==> config.mk <==
export PLATFORM = sky130hd
export DESIGN_NAME = compare_capture_unit
export DESIGN_NICKNAME = d
export VERILOG_FILES = /design/src/core/compare_capture_unit.v /design/src/core/compare_channel.v /design/src/core/reload_timer16.v
export VERILOG_INCLUDE_DIRS = /design/src /design/src/include
export SDC_FILE = /design/constraint.sdc
export NUM_CORES = 2
export LEC_CHECK = 0
export ABC_CLOCK_PERIOD_IN_PS = 6140
export BUFFER_PORTS_ARGS = -buffer_cell sky130_fd_sc_hd__buf_2
export CORE_ASPECT_RATIO = 0.8
export CORE_UTILIZATION = 55
export DETAILED_ROUTE_END_ITERATION = 12
export PLACE_DENSITY = 0.76
export SYNTH_ARGS = -nofsm -noshare
export SYNTH_HDL_FRONTEND = slang
export SYNTH_SLANG_ARGS = --single-unit
==> constraint.sdc <==
create_clock -name mclk -period 6.14 [get_ports mclk]
set_clock_uncertainty 0.1 [all_clocks]
set_input_delay 0.614 -clock mclk [delete_from_list [all_inputs] [get_ports mclk]]
set_output_delay 0.614 -clock mclk [all_outputs]
set_load 0.1 [all_outputs]
==> src/include/ccu_consts.vh <==
// Constants of the compare unit: register offsets, fields, reset values and counts
`ifndef CCU_CONSTS_VH
`define CCU_CONSTS_VH

// Oscillator clocks per machine cycle
`define OSC_PER_MC 4'd12
// Register byte offsets
`define OFS_CTRL 8'h00
`define OFS_T2CNT 8'h04
`define OFS_CTRLD 8'h0C
`define OFS_CTCNT 8'h10
`define OFS_CMEN 8'h14
`define OFS_CMSEL 8'h18
`define OFS_CMPORT 8'h1C
`define OFS_CONCPORT 8'h20
`define OFS_SETCMP 8'h24
`define OFS_CLRCMP 8'h28
`define OFS_MASKS 8'h2C
`define OFS_CCCTL 8'h30
`define OFS_CCPORT 8'h34
`define OFS_INTST 8'h38
`define OFS_INTMSK 8'h3C
// Window of the five timer 2 registers and of the eight compare registers
`define WIN_CC 3'h2
`define WIN_CM 3'h3
// Control fields
`define CTRL_T2SRC 1:0
`define CTRL_T2PS 2
`define CTRL_RLD 4:3
`define CTRL_CTPS 7:5
`define CTRL_CTRUN 8
`define CTRL_CMP2 9
`define CTRL_CONC 10
// Timer 2 input sources and reload modes
`define SRC_STOP 2'h0
`define SRC_TIMER 2'h1
`define SRC_EVENT 2'h2
`define SRC_GATED 2'h3
`define RLD_MODE0 2'h1
`define RLD_MODE1 2'h2
// Reset value of port latches
`define PORT_RST 8'hFF
// Interrupt status width
`define INT_W 15
`endif
==> src/core/compare_capture_unit.v <==
// Compare unit: timer 2, compare timer, thirteen compare registers, APB slave
//
// The APB slave port and the register addresses were left to the implementer.
`timescale 1ns/10ps
`include "ccu_consts.vh"
module compare_capture_unit (
  input wire mclk, // System clock, used as oscillator
  input wire rst_n, // Synchronous reset, active low
  input wire psel, // APB select
  input wire penable, // APB access phase
  input wire pwrite, // APB write
  input wire [7:0] paddr, // APB byte address
  input wire [31:0] pwdata, // APB write data
  output wire [31:0] prdata, // APB read data
  output wire pready, // APB ready
  output wire pslverr, // APB error on unmapped address
  input wire timer2_gate_event_input, // Gate or event pin of timer 2
  input wire reload_trigger_input, // Reload trigger pin of timer 2
  output wire [4:0] cc_pin, // Outputs of the five timer 2 registers
  output wire [7:0] cm_pin, // Outputs of the eight compare registers
  output wire [7:0] concurrent_output_pin, // Concurrent outputs
  output wire irq // Interrupt, high while unmasked status set
);

  // Software state
  reg [10:0] ctrl_reg; // Control fields
  reg [15:0] ct_rld_reg; // Compare timer reload
  reg [7:0] cm_en_reg; // Compare register enables
  reg [7:0] cm_sel_reg; // 1: compare register on compare timer
  reg [4:0] cc_en_reg; // Timer 2 register compare enables
  reg [4:0] cc_m1_reg; // Timer 2 register compare mode 1
  reg [15:0] set_compare_register; // Compare mode 2 set value
  reg [15:0] clear_compare_register; // Compare mode 2 clear value
  reg [7:0] set_mask; // Compare mode 2 set mask
  reg [7:0] clear_mask; // Compare mode 2 clear mask
  reg [7:0] ccm_reg; // Concurrent port latch
  reg [7:0] ccm_sh_reg; // Concurrent shadow latch
  reg [7:0] ccm_next; // Next concurrent port latch
  reg [`INT_W-1:0] int_st_reg; // Sticky event status
  reg [`INT_W-1:0] int_msk_reg; // Interrupt mask
  reg [31:0] prdata_reg; // Read data
  reg [31:0] rd_mux; // Read data selection
  reg [15:0] cmp_val_reg [0:12]; // 0 reload, 4 concurrent, 5..12 compare
  integer k; // Reset loop index

  // Clock division and pin sampling
  reg [3:0] mc_cnt_reg; // Oscillator clocks within machine cycle
  reg half_reg; // Toggles each machine cycle for /24
  reg [7:0] ct_div_reg; // Free divider for compare timer
  reg t2_s1_reg; // Gate/event pin, first stage
  reg t2_s2_reg; // Gate/event pin, second stage
  reg t2_smp_reg; // Gate/event pin sampled per machine cycle
  reg rt_s1_reg; // Reload trigger, first stage
  reg rt_s2_reg; // Reload trigger, second stage
  reg rt_prev_reg; // Reload trigger, previous level

  // Internal nets
  wire mc_tick; // One pulse per machine cycle
  wire t2_base; // Timer 2 internal count pulse
  reg t2_tick; // Timer 2 count pulse by source
  wire ct_tick; // Compare timer count pulse
  wire rt_fall; // Reload trigger falling edge
  wire [15:0] t2_cnt; // Timer 2 count
  wire t2_step; // Timer 2 advanced
  wire t2_ovf; // Timer 2 overflow
  wire [15:0] ct_cnt; // Compare timer count
  wire ct_step; // Compare timer advanced
  wire ct_ovf; // Compare timer overflow
  wire [4:0] cc_match; // Timer 2 register matches
  wire [7:0] cm_match; // Compare register matches
  wire set_hit; // Mode 2 set match
  wire clr_hit; // Mode 2 clear match
  wire wr_en; // APB write completes
  wire in_cc; // Address in timer 2 register window
  wire in_cm; // Address in compare register window
  wire mapped; // Address decodes to a register
  wire [`INT_W-1:0] int_ev; // Events of this cycle

  // Prescaler mask: p+1 low ones gives division by 2^(p+1)
  function [7:0] ct_mask;
    input [2:0] p;
    begin
      ct_mask = ~(8'hFE << p);
    end
  endfunction

  // Machine cycle divider and prescalers
  always @(posedge mclk) begin
    if (!rst_n) begin
      mc_cnt_reg <= 4'h0;
      half_reg <= 1'b0;
      ct_div_reg <= 8'h00;
    end else begin
      ct_div_reg <= ct_div_reg + 8'h01;
      if (mc_tick) begin
        mc_cnt_reg <= 4'h0;
        half_reg <= ~half_reg;
      end else begin
        mc_cnt_reg <= mc_cnt_reg + 4'h1;
      end
    end
  end

  assign mc_tick = (mc_cnt_reg == `OSC_PER_MC - 4'h1);
  // Every machine cycle or every second one
  assign t2_base = mc_tick & (~ctrl_reg[`CTRL_T2PS] | half_reg);
  // Compare timer runs off the oscillator through its prescaler
  assign ct_tick = ctrl_reg[`CTRL_CTRUN] & (&(ct_div_reg | ~ct_mask(ctrl_reg[`CTRL_CTPS])));

  // Pin synchronisers and per machine cycle sampling
  always @(posedge mclk) begin
    if (!rst_n) begin
      t2_s1_reg <= 1'b0;
      t2_s2_reg <= 1'b0;
      t2_smp_reg <= 1'b0;
      rt_s1_reg <= 1'b1;
      rt_s2_reg <= 1'b1;
      rt_prev_reg <= 1'b1;
    end else begin
      t2_s1_reg <= timer2_gate_event_input;
      t2_s2_reg <= t2_s1_reg;
      rt_s1_reg <= reload_trigger_input;
      rt_s2_reg <= rt_s1_reg;
      rt_prev_reg <= rt_s2_reg;
      if (mc_tick) begin
        t2_smp_reg <= t2_s2_reg;
      end
    end
  end

  assign rt_fall = rt_prev_reg & ~rt_s2_reg;

  // Timer 2 count source
  always @* begin
    case (ctrl_reg[`CTRL_T2SRC])
      `SRC_TIMER: t2_tick = t2_base;
      `SRC_EVENT: t2_tick = mc_tick & t2_smp_reg & ~t2_s2_reg;
      `SRC_GATED: t2_tick = t2_base & t2_smp_reg;
      default: t2_tick = 1'b0; // Stopped
    endcase
  end

  // Timer 2
  reload_timer16 u_timer2 (
    .mclk(mclk),
    .rst_n(rst_n),
    .tick(t2_tick),
    .auto_reload(ctrl_reg[`CTRL_RLD] == `RLD_MODE0),
    .ext_reload((ctrl_reg[`CTRL_RLD] == `RLD_MODE1) & rt_fall),
    .sw_load(wr_en & (paddr == `OFS_T2CNT)),
    .sw_data(pwdata[15:0]),
    .reload_value(cmp_val_reg[0]),
    .count(t2_cnt),
    .step(t2_step),
    .ovf(t2_ovf)
  );

  // Compare timer, always reloading
  reload_timer16 u_ctimer (
    .mclk(mclk),
    .rst_n(rst_n),
    .tick(ct_tick),
    .auto_reload(1'b1),
    .ext_reload(~ctrl_reg[`CTRL_CTRUN]), // Held at its reload value until started
    .sw_load(1'b0),
    .sw_data(16'h0000),
    .reload_value(ct_rld_reg),
    .count(ct_cnt),
    .step(ct_step),
    .ovf(ct_ovf)
  );

  // Five registers tied to timer 2, value used at once
  genvar g;
  generate
    for (g = 0; g < 5; g = g + 1) begin : g_cc
      compare_channel #(.LATCHED(0)) u_cc (
        .mclk(mclk),
        .rst_n(rst_n),
        .enable(cc_en_reg[g]),
        .mode1(cc_m1_reg[g]),
        .wr_value(cmp_val_reg[g]),
        .count(t2_cnt),
        .step(t2_step),
        .ovf(t2_ovf),
        .port_wr(wr_en & (paddr == `OFS_CCPORT)),
        .port_bit(pwdata[g]),
        .match(cc_match[g]),
        .pin(cc_pin[g])
      );
    end
    // Eight registers, each on either timer; the timer picks the mode
    for (g = 0; g < 8; g = g + 1) begin : g_cm
      compare_channel #(.LATCHED(1)) u_cm (
        .mclk(mclk),
        .rst_n(rst_n),
        .enable(cm_en_reg[g]),
        .mode1(cm_sel_reg[g]),
        .wr_value(cmp_val_reg[g+5]),
        .count(cm_sel_reg[g] ? ct_cnt : t2_cnt),
        .step(cm_sel_reg[g] ? ct_step : t2_step),
        .ovf(cm_sel_reg[g] ? ct_ovf : t2_ovf),
        .port_wr(wr_en & (paddr == `OFS_CMPORT)),
        .port_bit(pwdata[g]),
        .match(cm_match[g]),
        .pin(cm_pin[g])
      );
    end
  endgenerate

  // Mode 2 matches against timer 2
  assign set_hit = ctrl_reg[`CTRL_CMP2] & t2_step & (t2_cnt == set_compare_register);
  assign clr_hit = ctrl_reg[`CTRL_CMP2] & t2_step & (t2_cnt == clear_compare_register);

  // Concurrent port next value
  always @* begin
    ccm_next = ccm_reg;
    if (ctrl_reg[`CTRL_CMP2]) begin
      // Set first, clear wins on a tie
      if (set_hit) begin
        ccm_next = ccm_next | set_mask;
      end
      if (clr_hit) begin
        ccm_next = ccm_next & ~clear_mask;
      end
    end else if (ctrl_reg[`CTRL_CONC]) begin
      // Concurrent register match moves all eight shadow bits
      if (cc_match[4]) begin
        ccm_next = ccm_sh_reg;
      end
    end else if (wr_en && paddr == `OFS_CONCPORT) begin
      ccm_next = pwdata[7:0];
    end
  end

  // APB decode
  assign wr_en = psel & penable & pwrite;
  assign in_cc = (paddr[7:5] == `WIN_CC) && (paddr[4:2] < 3'h5) && (paddr[1:0] == 2'h0);
  assign in_cm = (paddr[7:5] == `WIN_CM) && (paddr[1:0] == 2'h0);
  assign mapped = in_cc | in_cm | ((paddr < 8'h40) && (paddr[1:0] == 2'h0) && (paddr != 8'h08));
  assign pready = psel & penable;
  assign pslverr = psel & penable & ~mapped;
  assign prdata = prdata_reg;

  // Events set status, set wins over clear
  assign int_ev = {cc_match, cm_match, ct_ovf, t2_ovf};
  assign irq = |(int_st_reg & int_msk_reg);

  // Register writes and port latches
  always @(posedge mclk) begin
    if (!rst_n) begin
      ctrl_reg <= 11'h000;
      ct_rld_reg <= 16'h0000;
      cm_en_reg <= 8'h00;
      cm_sel_reg <= 8'h00;
      cc_en_reg <= 5'h00;
      cc_m1_reg <= 5'h00;
      set_compare_register <= 16'h0000;
      clear_compare_register <= 16'h0000;
      set_mask <= 8'h00;
      clear_mask <= 8'h00;
      ccm_reg <= `PORT_RST;
      ccm_sh_reg <= `PORT_RST;
      int_st_reg <= {`INT_W{1'b0}};
      int_msk_reg <= {`INT_W{1'b0}};
      for (k = 0; k < 13; k = k + 1) begin
        cmp_val_reg[k] <= 16'h0000;
      end
    end else begin
      ccm_reg <= ccm_next;
      // Write one clears, new events win
      if (wr_en && paddr == `OFS_INTST) begin
        int_st_reg <= (int_st_reg & ~pwdata[`INT_W-1:0]) | int_ev;
      end else begin
        int_st_reg <= int_st_reg | int_ev;
      end
      if (wr_en) begin
        case (paddr)
          `OFS_CTRL: ctrl_reg <= pwdata[10:0];
          `OFS_CTRLD: ct_rld_reg <= pwdata[15:0];
          `OFS_CMEN: cm_en_reg <= pwdata[7:0];
          `OFS_CMSEL: cm_sel_reg <= pwdata[7:0];
          `OFS_CONCPORT: ccm_sh_reg <= pwdata[7:0];
          `OFS_SETCMP: set_compare_register <= pwdata[15:0];
          `OFS_CLRCMP: clear_compare_register <= pwdata[15:0];
          `OFS_MASKS: begin
            set_mask <= pwdata[7:0];
            clear_mask <= pwdata[15:8];
          end
          `OFS_CCCTL: begin
            cc_en_reg <= pwdata[4:0];
            cc_m1_reg <= pwdata[12:8];
          end
          `OFS_INTMSK: int_msk_reg <= pwdata[`INT_W-1:0];
          default: begin
            // Compare values; the eight latched ones take effect at overflow
            if (in_cc) begin
              cmp_val_reg[paddr[4:2]] <= pwdata[15:0];
            end else if (in_cm) begin
              cmp_val_reg[{1'b0, paddr[4:2]} + 4'h5] <= pwdata[15:0];
            end
          end
        endcase
      end
    end
  end

  // Read selection
  always @* begin
    rd_mux = 32'h00000000;
    case (paddr)
      `OFS_CTRL: rd_mux[10:0] = ctrl_reg;
      `OFS_T2CNT: rd_mux[15:0] = t2_cnt;
      `OFS_CTRLD: rd_mux[15:0] = ct_rld_reg;
      `OFS_CTCNT: rd_mux[15:0] = ct_cnt;
      `OFS_CMEN: rd_mux[7:0] = cm_en_reg;
      `OFS_CMSEL: rd_mux[7:0] = cm_sel_reg;
      `OFS_CMPORT: rd_mux[7:0] = cm_pin;
      `OFS_CONCPORT: rd_mux[7:0] = ccm_reg;
      `OFS_SETCMP: rd_mux[15:0] = set_compare_register;
      `OFS_CLRCMP: rd_mux[15:0] = clear_compare_register;
      `OFS_MASKS: rd_mux[15:0] = {clear_mask, set_mask};
      `OFS_CCCTL: rd_mux[12:0] = {cc_m1_reg, 3'h0, cc_en_reg};
      `OFS_CCPORT: rd_mux[4:0] = cc_pin;
      `OFS_INTST: rd_mux[`INT_W-1:0] = int_st_reg;
      `OFS_INTMSK: rd_mux[`INT_W-1:0] = int_msk_reg;
      default: begin
        if (in_cc) begin
          rd_mux[15:0] = cmp_val_reg[paddr[4:2]];
        end else if (in_cm) begin
          rd_mux[15:0] = cmp_val_reg[{1'b0, paddr[4:2]} + 4'h5];
        end
      end
    endcase
  end

  // Read data captured in the setup cycle, held through access
  always @(posedge mclk) begin
    if (!rst_n) begin
      prdata_reg <= 32'h00000000;
    end else if (psel && !penable && !pwrite) begin
      prdata_reg <= rd_mux;
    end
  end

  // Concurrent pins follow their latch
  assign concurrent_output_pin = ccm_reg;
endmodule

==> src/core/compare_channel.v <==
// One compare register with its port latch in compare mode 0 or 1
`timescale 1ns/10ps
module compare_channel #(
  parameter LATCHED = 0 // 1: value takes effect at timer overflow
) (
  input wire mclk, // System clock
  input wire rst_n, // Synchronous reset, active low
  input wire enable, // Compare function on
  input wire mode1, // 0: compare mode 0, 1: compare mode 1
  input wire [15:0] wr_value, // Value last written by software
  input wire [15:0] count, // Count of the assigned timer
  input wire step, // Pulse: assigned timer advanced
  input wire ovf, // Pulse: assigned timer overflowed
  input wire port_wr, // Software write to the port bit
  input wire port_bit, // Bit written to the port
  output wire match, // Pulse: compare match
  output reg pin // Port latch and pin
);

  reg [15:0] act_reg; // Value in use when latched
  reg shadow_reg; // Shadow latch of mode 1
  wire [15:0] cmp_value; // Value compared against the timer

  assign cmp_value = (LATCHED != 0) ? act_reg : wr_value;
  assign match = enable & step & (count == cmp_value);

  // Latched value follows the written one only at overflow
  always @(posedge mclk) begin
    if (!rst_n) begin
      act_reg <= 16'h0000;
    end else if (ovf) begin
      act_reg <= wr_value;
    end
  end

  // Port latch control
  always @(posedge mclk) begin
    if (!rst_n) begin
      pin <= 1'b1;
      shadow_reg <= 1'b1;
    end else if (enable && !mode1) begin
      // Timer events only, software writes dropped
      if (match) begin
        pin <= 1'b1;
      end else if (ovf) begin
        pin <= 1'b0;
      end
    end else if (enable) begin
      // Writes reach the shadow, match transfers it
      if (port_wr) begin
        shadow_reg <= port_bit;
      end
      if (match) begin
        pin <= shadow_reg;
      end
    end else if (port_wr) begin
      // Plain port
      pin <= port_bit;
      shadow_reg <= port_bit;
    end
  end
endmodule

==> src/core/reload_timer16.v <==
// Sixteen-bit up counter with reload value, software load and overflow pulse
`timescale 1ns/10ps
module reload_timer16 (
  input wire mclk, // System clock
  input wire rst_n, // Synchronous reset, active low
  input wire tick, // Count enable pulse
  input wire auto_reload, // Reload on overflow instead of wrap to zero
  input wire ext_reload, // Load reload value now
  input wire sw_load, // Software writes the count
  input wire [15:0] sw_data, // Count written by software
  input wire [15:0] reload_value, // Reload value
  output reg [15:0] count, // Current count
  output reg step, // Pulse: count advanced last edge
  output reg ovf // Pulse: count rolled over last edge
);

  // Counter with software load first, then external reload, then counting
  always @(posedge mclk) begin
    if (!rst_n) begin
      count <= 16'h0000;
      step <= 1'b0;
      ovf <= 1'b0;
    end else begin
      step <= tick & ~sw_load & ~ext_reload;
      ovf <= tick & ~sw_load & ~ext_reload & (count == 16'hFFFF);
      if (sw_load) begin
        count <= sw_data;
      end else if (ext_reload) begin
        count <= reload_value;
      end else if (tick) begin
        // Rollover reloads or wraps
        if (count == 16'hFFFF) begin
          count <= auto_reload ? reload_value : 16'h0000;
        end else begin
          count <= count + 16'h0001;
        end
      end
    end
  end
endmodule

* Yosys cells after proc, flatten, opt, wreduce, memory -nomap -nowiden
Memory sizes are Yosys's and may differ from the RTL's. A register that Yosys moved wholly into a read port is not among the register bits.
Index checks and enable logic that the tools add are counted.
** Cells by class
- $add $sub $neg :: 5
- Order comparisons :: 2
- Equality and inequality tests :: 68
- Shift-type cells :: 1
- Mux-type cells :: 141
- Bitwise gates (word level) :: 82
- Reductions and logical operators :: 110
** Operator list (count)
- 2-to-1 mux 16 bit :: 20
- == test 16 bit :: 15
- 2-to-1 mux 1 bit :: 104
- case mux 5 bit (15 select lines) :: 1
- == test 8 x 6 -> 1 bit (second input constant) :: 8
- != test 3 x 1 -> 1 bit (second input constant) :: 21
- 2-to-1 mux 8 bit :: 7
- AND reduction 2 bit :: 24
- bitwise AND 1 bit :: 47
- nonzero test 3 bit :: 15
- case mux 3 bit (14 select lines) :: 1
- AND reduction 3 bit :: 13
- case mux 3 bit (11 select lines) :: 1
- adder 16 x 1 -> 16 bit (second input constant) :: 2
- == test 16 bit (second input constant) :: 2
- == test 8 x 5 -> 1 bit (second input constant) :: 4
- OR reduction 16 bit :: 2
- bitwise AND 15 bit :: 2
- OR 15 bit :: 2
- NOT 8 bit :: 3
- zero test 1 bit :: 23
- logical AND 1 bit :: 22
- NOT 1 bit :: 21
- case mux 2 bit (10 select lines) :: 1
- other kinds (34) :: 48
** Storage, ports and cells
- Bits in registers :: 244
- Bits in writable memories :: 208
- Output and inout port bits :: 56
- Memories :: 1
** Memories
- cmp_val_reg :: depth 13, bits a word 16, rd ports 15, clocked after Yosys merged registers in 8, wr ports 13, RTL line compare_capture_unit.v:43 : reg [15:0] cmp_val_reg [0:12];

* Logic depth before layout (Yosys ltp)
- Word-level depth :: 11
- Gate-level depth with buffers :: 13

* By module
A second synthesis with hierarchy kept.
** Unflattened totals
- Cell total of the unflattened synthesis :: 3398
- Area, all modules :: 34986.1 um2
** Modules (own cells, without submodules)
- compare_capture_unit :: times used 1, cells each 2145, area each 23413.7 um2, sequential area each 11330.9 um2
- compare_channel at g_cm[0].u_cm ... :: times used 8, cells each 90, area each 900.9 um2, sequential area each 360.3 um2
- reload_timer16 :: times used 2, cells each 169, area each 1391.3 um2, sequential area each 360.3 um2
- compare_channel at g_cc[0].u_cc ... :: times used 5, cells each 39, area each 316.6 um2, sequential area each 40.0 um2

* Worst setup path before layout
No wires, ideal clock.
- Path kind :: input -> register
- Start point :: input port paddr[2]
- End point :: memory cmp_val_reg[14][0], enable pin
- Arrival time :: 4024 ps
- Data required time :: 5610 ps
- Slack :: 1586 ps
- Stages :: 9
- Buffers on the path :: 5
- Path through :: buf_2 inv_2 clkbuf_1 ha_1 buf_2 buf_2 buf_2 nand2_1 nor4_1
** RTL lines
- start: declaration :: RTL line compare_capture_unit.v:12 : input wire [7:0] paddr,
- end: declaration :: RTL line compare_capture_unit.v:43

* Worst setup path after layout
- Start point :: input port paddr[2]
- End point :: output port pslverr
** On the way
- Longest elaborated chain between the ends :: 7
- Elaborated cells on any way between the ends :: 11
- Classes of those cells :: order compare: 2; eq/ne: 1; bitwise: 4; reduce/logical: 4
** RTL lines
- parallel branches: the longest is 4 deep, another holds < comparator 8 x 7 -> 1 bit
- OR 1 bit (*) :: RTL line compare_capture_unit.v:240 : assign mapped = in_cc | in_cm | ((paddr < 8'h40) && (paddr[1:0] == 2'h0) && (paddr != 8'h08));
- NOT 1 bit (*) :: RTL line compare_capture_unit.v:242 : assign pslverr = psel & penable & ~mapped;
- bitwise AND 1 bit (*) :: RTL line compare_capture_unit.v:242
- end: declaration :: RTL line compare_capture_unit.v:16 : output wire pslverr,
Every way passes the cells marked *.

==> out/metrics.yaml <==
routing:
  drc: 0
  vias: 29500
  drt_iter0_drc: 5123
  drt_wl_total_mm: 136
  drt-wirelength-per-cell_um: 31.7
  first_pass_iters: 7
  vias_per_cell: 6.85
  detail-route-antenna-nets: 0
grt:
  grt_pass1_vias: 26900
  antenna_found_initial: 9
  grt_start_max_net_pins: 104
  grt-ovfl-total: 0
  grt_usage_pct: 43.3
  grt_pass1_wl_mm: 192
finish:
  stdcell_area_um2: 36400
  final_common_cell: "nand2_1"
  fill_cells: 5030
  largest_reg_flops: 256
  postLayoutCoreUtil_pct: 60.9
  drive_above_1_share_pct: 12.5
  finalNetCount: 3532
  area_delta_synth_final_pct: 8.92
  mostFrequentLayoutCells: "nand2_1, dfxtp_1, nor2_1"
  multi_input_area_um2: 16900
  seqCellArea_um2: 15100
floorplan:
  rows: 80
  core_area_um2: 59800
  die_x_um: 277
  die_area_um2: 61700
  io_pins: 103
  dieHeight_um: 222
  initial_core_util_pct: 55.9
timing:
  fmax_mhz: 240
  period_minus_slack_ns: 4.16
  fin_crit_sh_pct: 67.8
  relSlewSlack_pct: 11.3
  grt_setup_unrepaired: "no"
  hold-worst-slack_ns: 0.0226
  tns_ns: 0
  drv_slew: 0
  setup_viol: 0
  hold_viol: 0
  worstMarginPinSlew_ns: 1.33
clock_tree:
  clockRootBuffer: "clkbuf_16"
  cts_buffer_depth: 3
  cts_setup_buffers: 0
  clk_latency_ns: 0.67
  cts_tree: "done"
  clkTransAtPathRegs_ns: 0.06
  clock-sinks: 628
  cts_hold_buf: 0
  cts_buffers: 60
  cts.htree.levels: 2
  cts_resized: 0
pwr:
  seqPwrFrac_pct: 48.4
  p_comb_share_pct: 8.4
  cellLeakagePower_nw: 11.8
  finalPower_w: 0.00933
  p_per_area_nw_per_um2: 257
  clkPwrFrac_pct: 43.2
  ir_drop_v: 0.000272
  netSwitchingFraction_pct: 25.7
  intPower_w: 0.00693
  p_switching_w: 0.00240
setup_path:
  critPathArrivalTime_ns: 3.45
  rr_worst_depth: 8
  end_kind: "primary output"
  timing.rr.end: "u_timer2.count[14]"
  startpoint_type: "input pin"
  crit_type: "in -> out"
  reg2reg_from: "u_timer2.count[1]"
  required_ns: 5.43
  cp_max_fo: 20
  rrSetupSlack_ns: 2.30
min_path:
  hold_end: "rt_s1_reg"
  min_path_cells: 2
  min_path_type: "in -> reg"
  worstHoldStart: "reload_trigger_input"
synth:
  syn_area_um2: 33400
  synth-edff-count: 256
  postSynthAreaPerCell_um2: 9.41
  yosysWarnings: 0
  async_reset_ff_share_pct: 0
  yosysSeqAreaShare_pct: 45.3
  ys.flop_type: "dfxtp_1"
  syn_inst: 3549
  ys_ff_latch: 628
  synth.distinct_cells: 89
placed_design:
  io_buffers: 70
  routabilityCongestion: 1.07
  dp_hpwl_mm: 93.1
  place_area_um2: 34300
flow_run:
  drv_cap: 0
status:
  status: "completed"
## Yosys cell counts, drive strengths merged (11+ instances only)
library cell	number	area (µm²)
nor2	291	1090
nor2b	13	81.3
xor2	69	604
a31oi	17	113
a221oi	21	184
dfxtp	372	7450
nor4	47	294
mux4	86	1940
buf	151	812
a21o	12	90.1
mux2i	198	1980
a222oi	13	130
a22oi	55	413
a22o	12	105
nand3	88	445
and2	38	238
nand4	43	269
mux2	17	191
and3	34	213
nor3	51	282
clkbuf	174	659
o21a	18	135
a21boi	11	82.6
inv	32	120
a21oi	294	1480
o21ai	61	305
or3	13	81.3
nand3b	11	82.6
edfxtp	256	7690
nand2	680	2580
o22ai	23	144
o221ai	22	199
xnor2	196	1720
## power groups by stage
stage | registers, W | clock network, W | logic, W
final | 0.00451 | 0.00403 | 0.000786
after global routing | 0.00451 | 0.00416 | 0.000789
after CTS | 0.00451 | 0.00401 | 0.000747
after detailed placement | 0.00460 | 0 | 0.000745
after global placement | 0.00460 | 0 | 0.000743
after floorplan | 0.00456 | 0 | 0.000453
## how the worst max path moves through the flow
stage,cells past startpoint,end,slack [ns],start
2_1_floorplan,9,cmp_val_reg[14][0],1.59,paddr[2]
3_3_place_gp,9,cmp_val_reg[12][9],1.66,paddr[3]
3_5_place_dp,9,cmp_val_reg[12][15],1.53,paddr[3]
4_1_cts,9,pslverr,2.14,paddr[2]
5_1_grt,9,cmp_val_reg[12][6],1.94,paddr[3]
6_report,9,pslverr,1.98,paddr[2]
## logic make-up (layout without fill, tap and decap cells)
family	after synthesis	count (layout)	share of synthesized area (%)
muxes	301	301	12.3
other	1	20	0.0112
AOI/OAI and AO/OA	632	632	12.1
buffers and inverters	358	320	4.78
adders and majority gates	8	8	0.300
DFF	628	628	45.3
and+or+nand+nor	1356	1356	18.2
xor gates and xnor gates	265	265	6.95
## worst max-delay path, stage by stage
cell	delay (ns)
buf_4	0.22
inv_2	0.14
buf_4	0.32
ha_1	0.75
buf_4	0.36
nand2_1	0.07
a31oi_1	0.32
and3_1	0.20
buf_2	0.42
## stage by stage
stage | cells | worst slack (ns)
detailed placement | 4194 | 1.53
CTS | 4305 | 2.14
global placement | 4194 | 1.66
finish | 4309 | 1.98
global route | 4305 | 1.94
floorplan | 3564 | 1.59
## layer usage
layer | global-route usage [%] | vias up | wire length [µm]
li1 | - | 12500 | -
met2 | 59.7 | 2290 | 54300
met4 | 23.9 | 10 | 9090
met1 | 58.7 | 14300 | 51200
met5 | 2.33 | - | 232
met3 | 15.6 | 478 | 21500
## final cells by class
class	instances	share of cell area (%)
multi-input combinational	2578	46.4
sequential	628	41.6
clock buffer	80	4.73
timing repair buffer	176	3.20
tap	779	2.68
clock inverter	31	1.02
inverter	33	0.361
antenna	4	0.0275
Note: power is estimated with default switching activity, not from simulation.
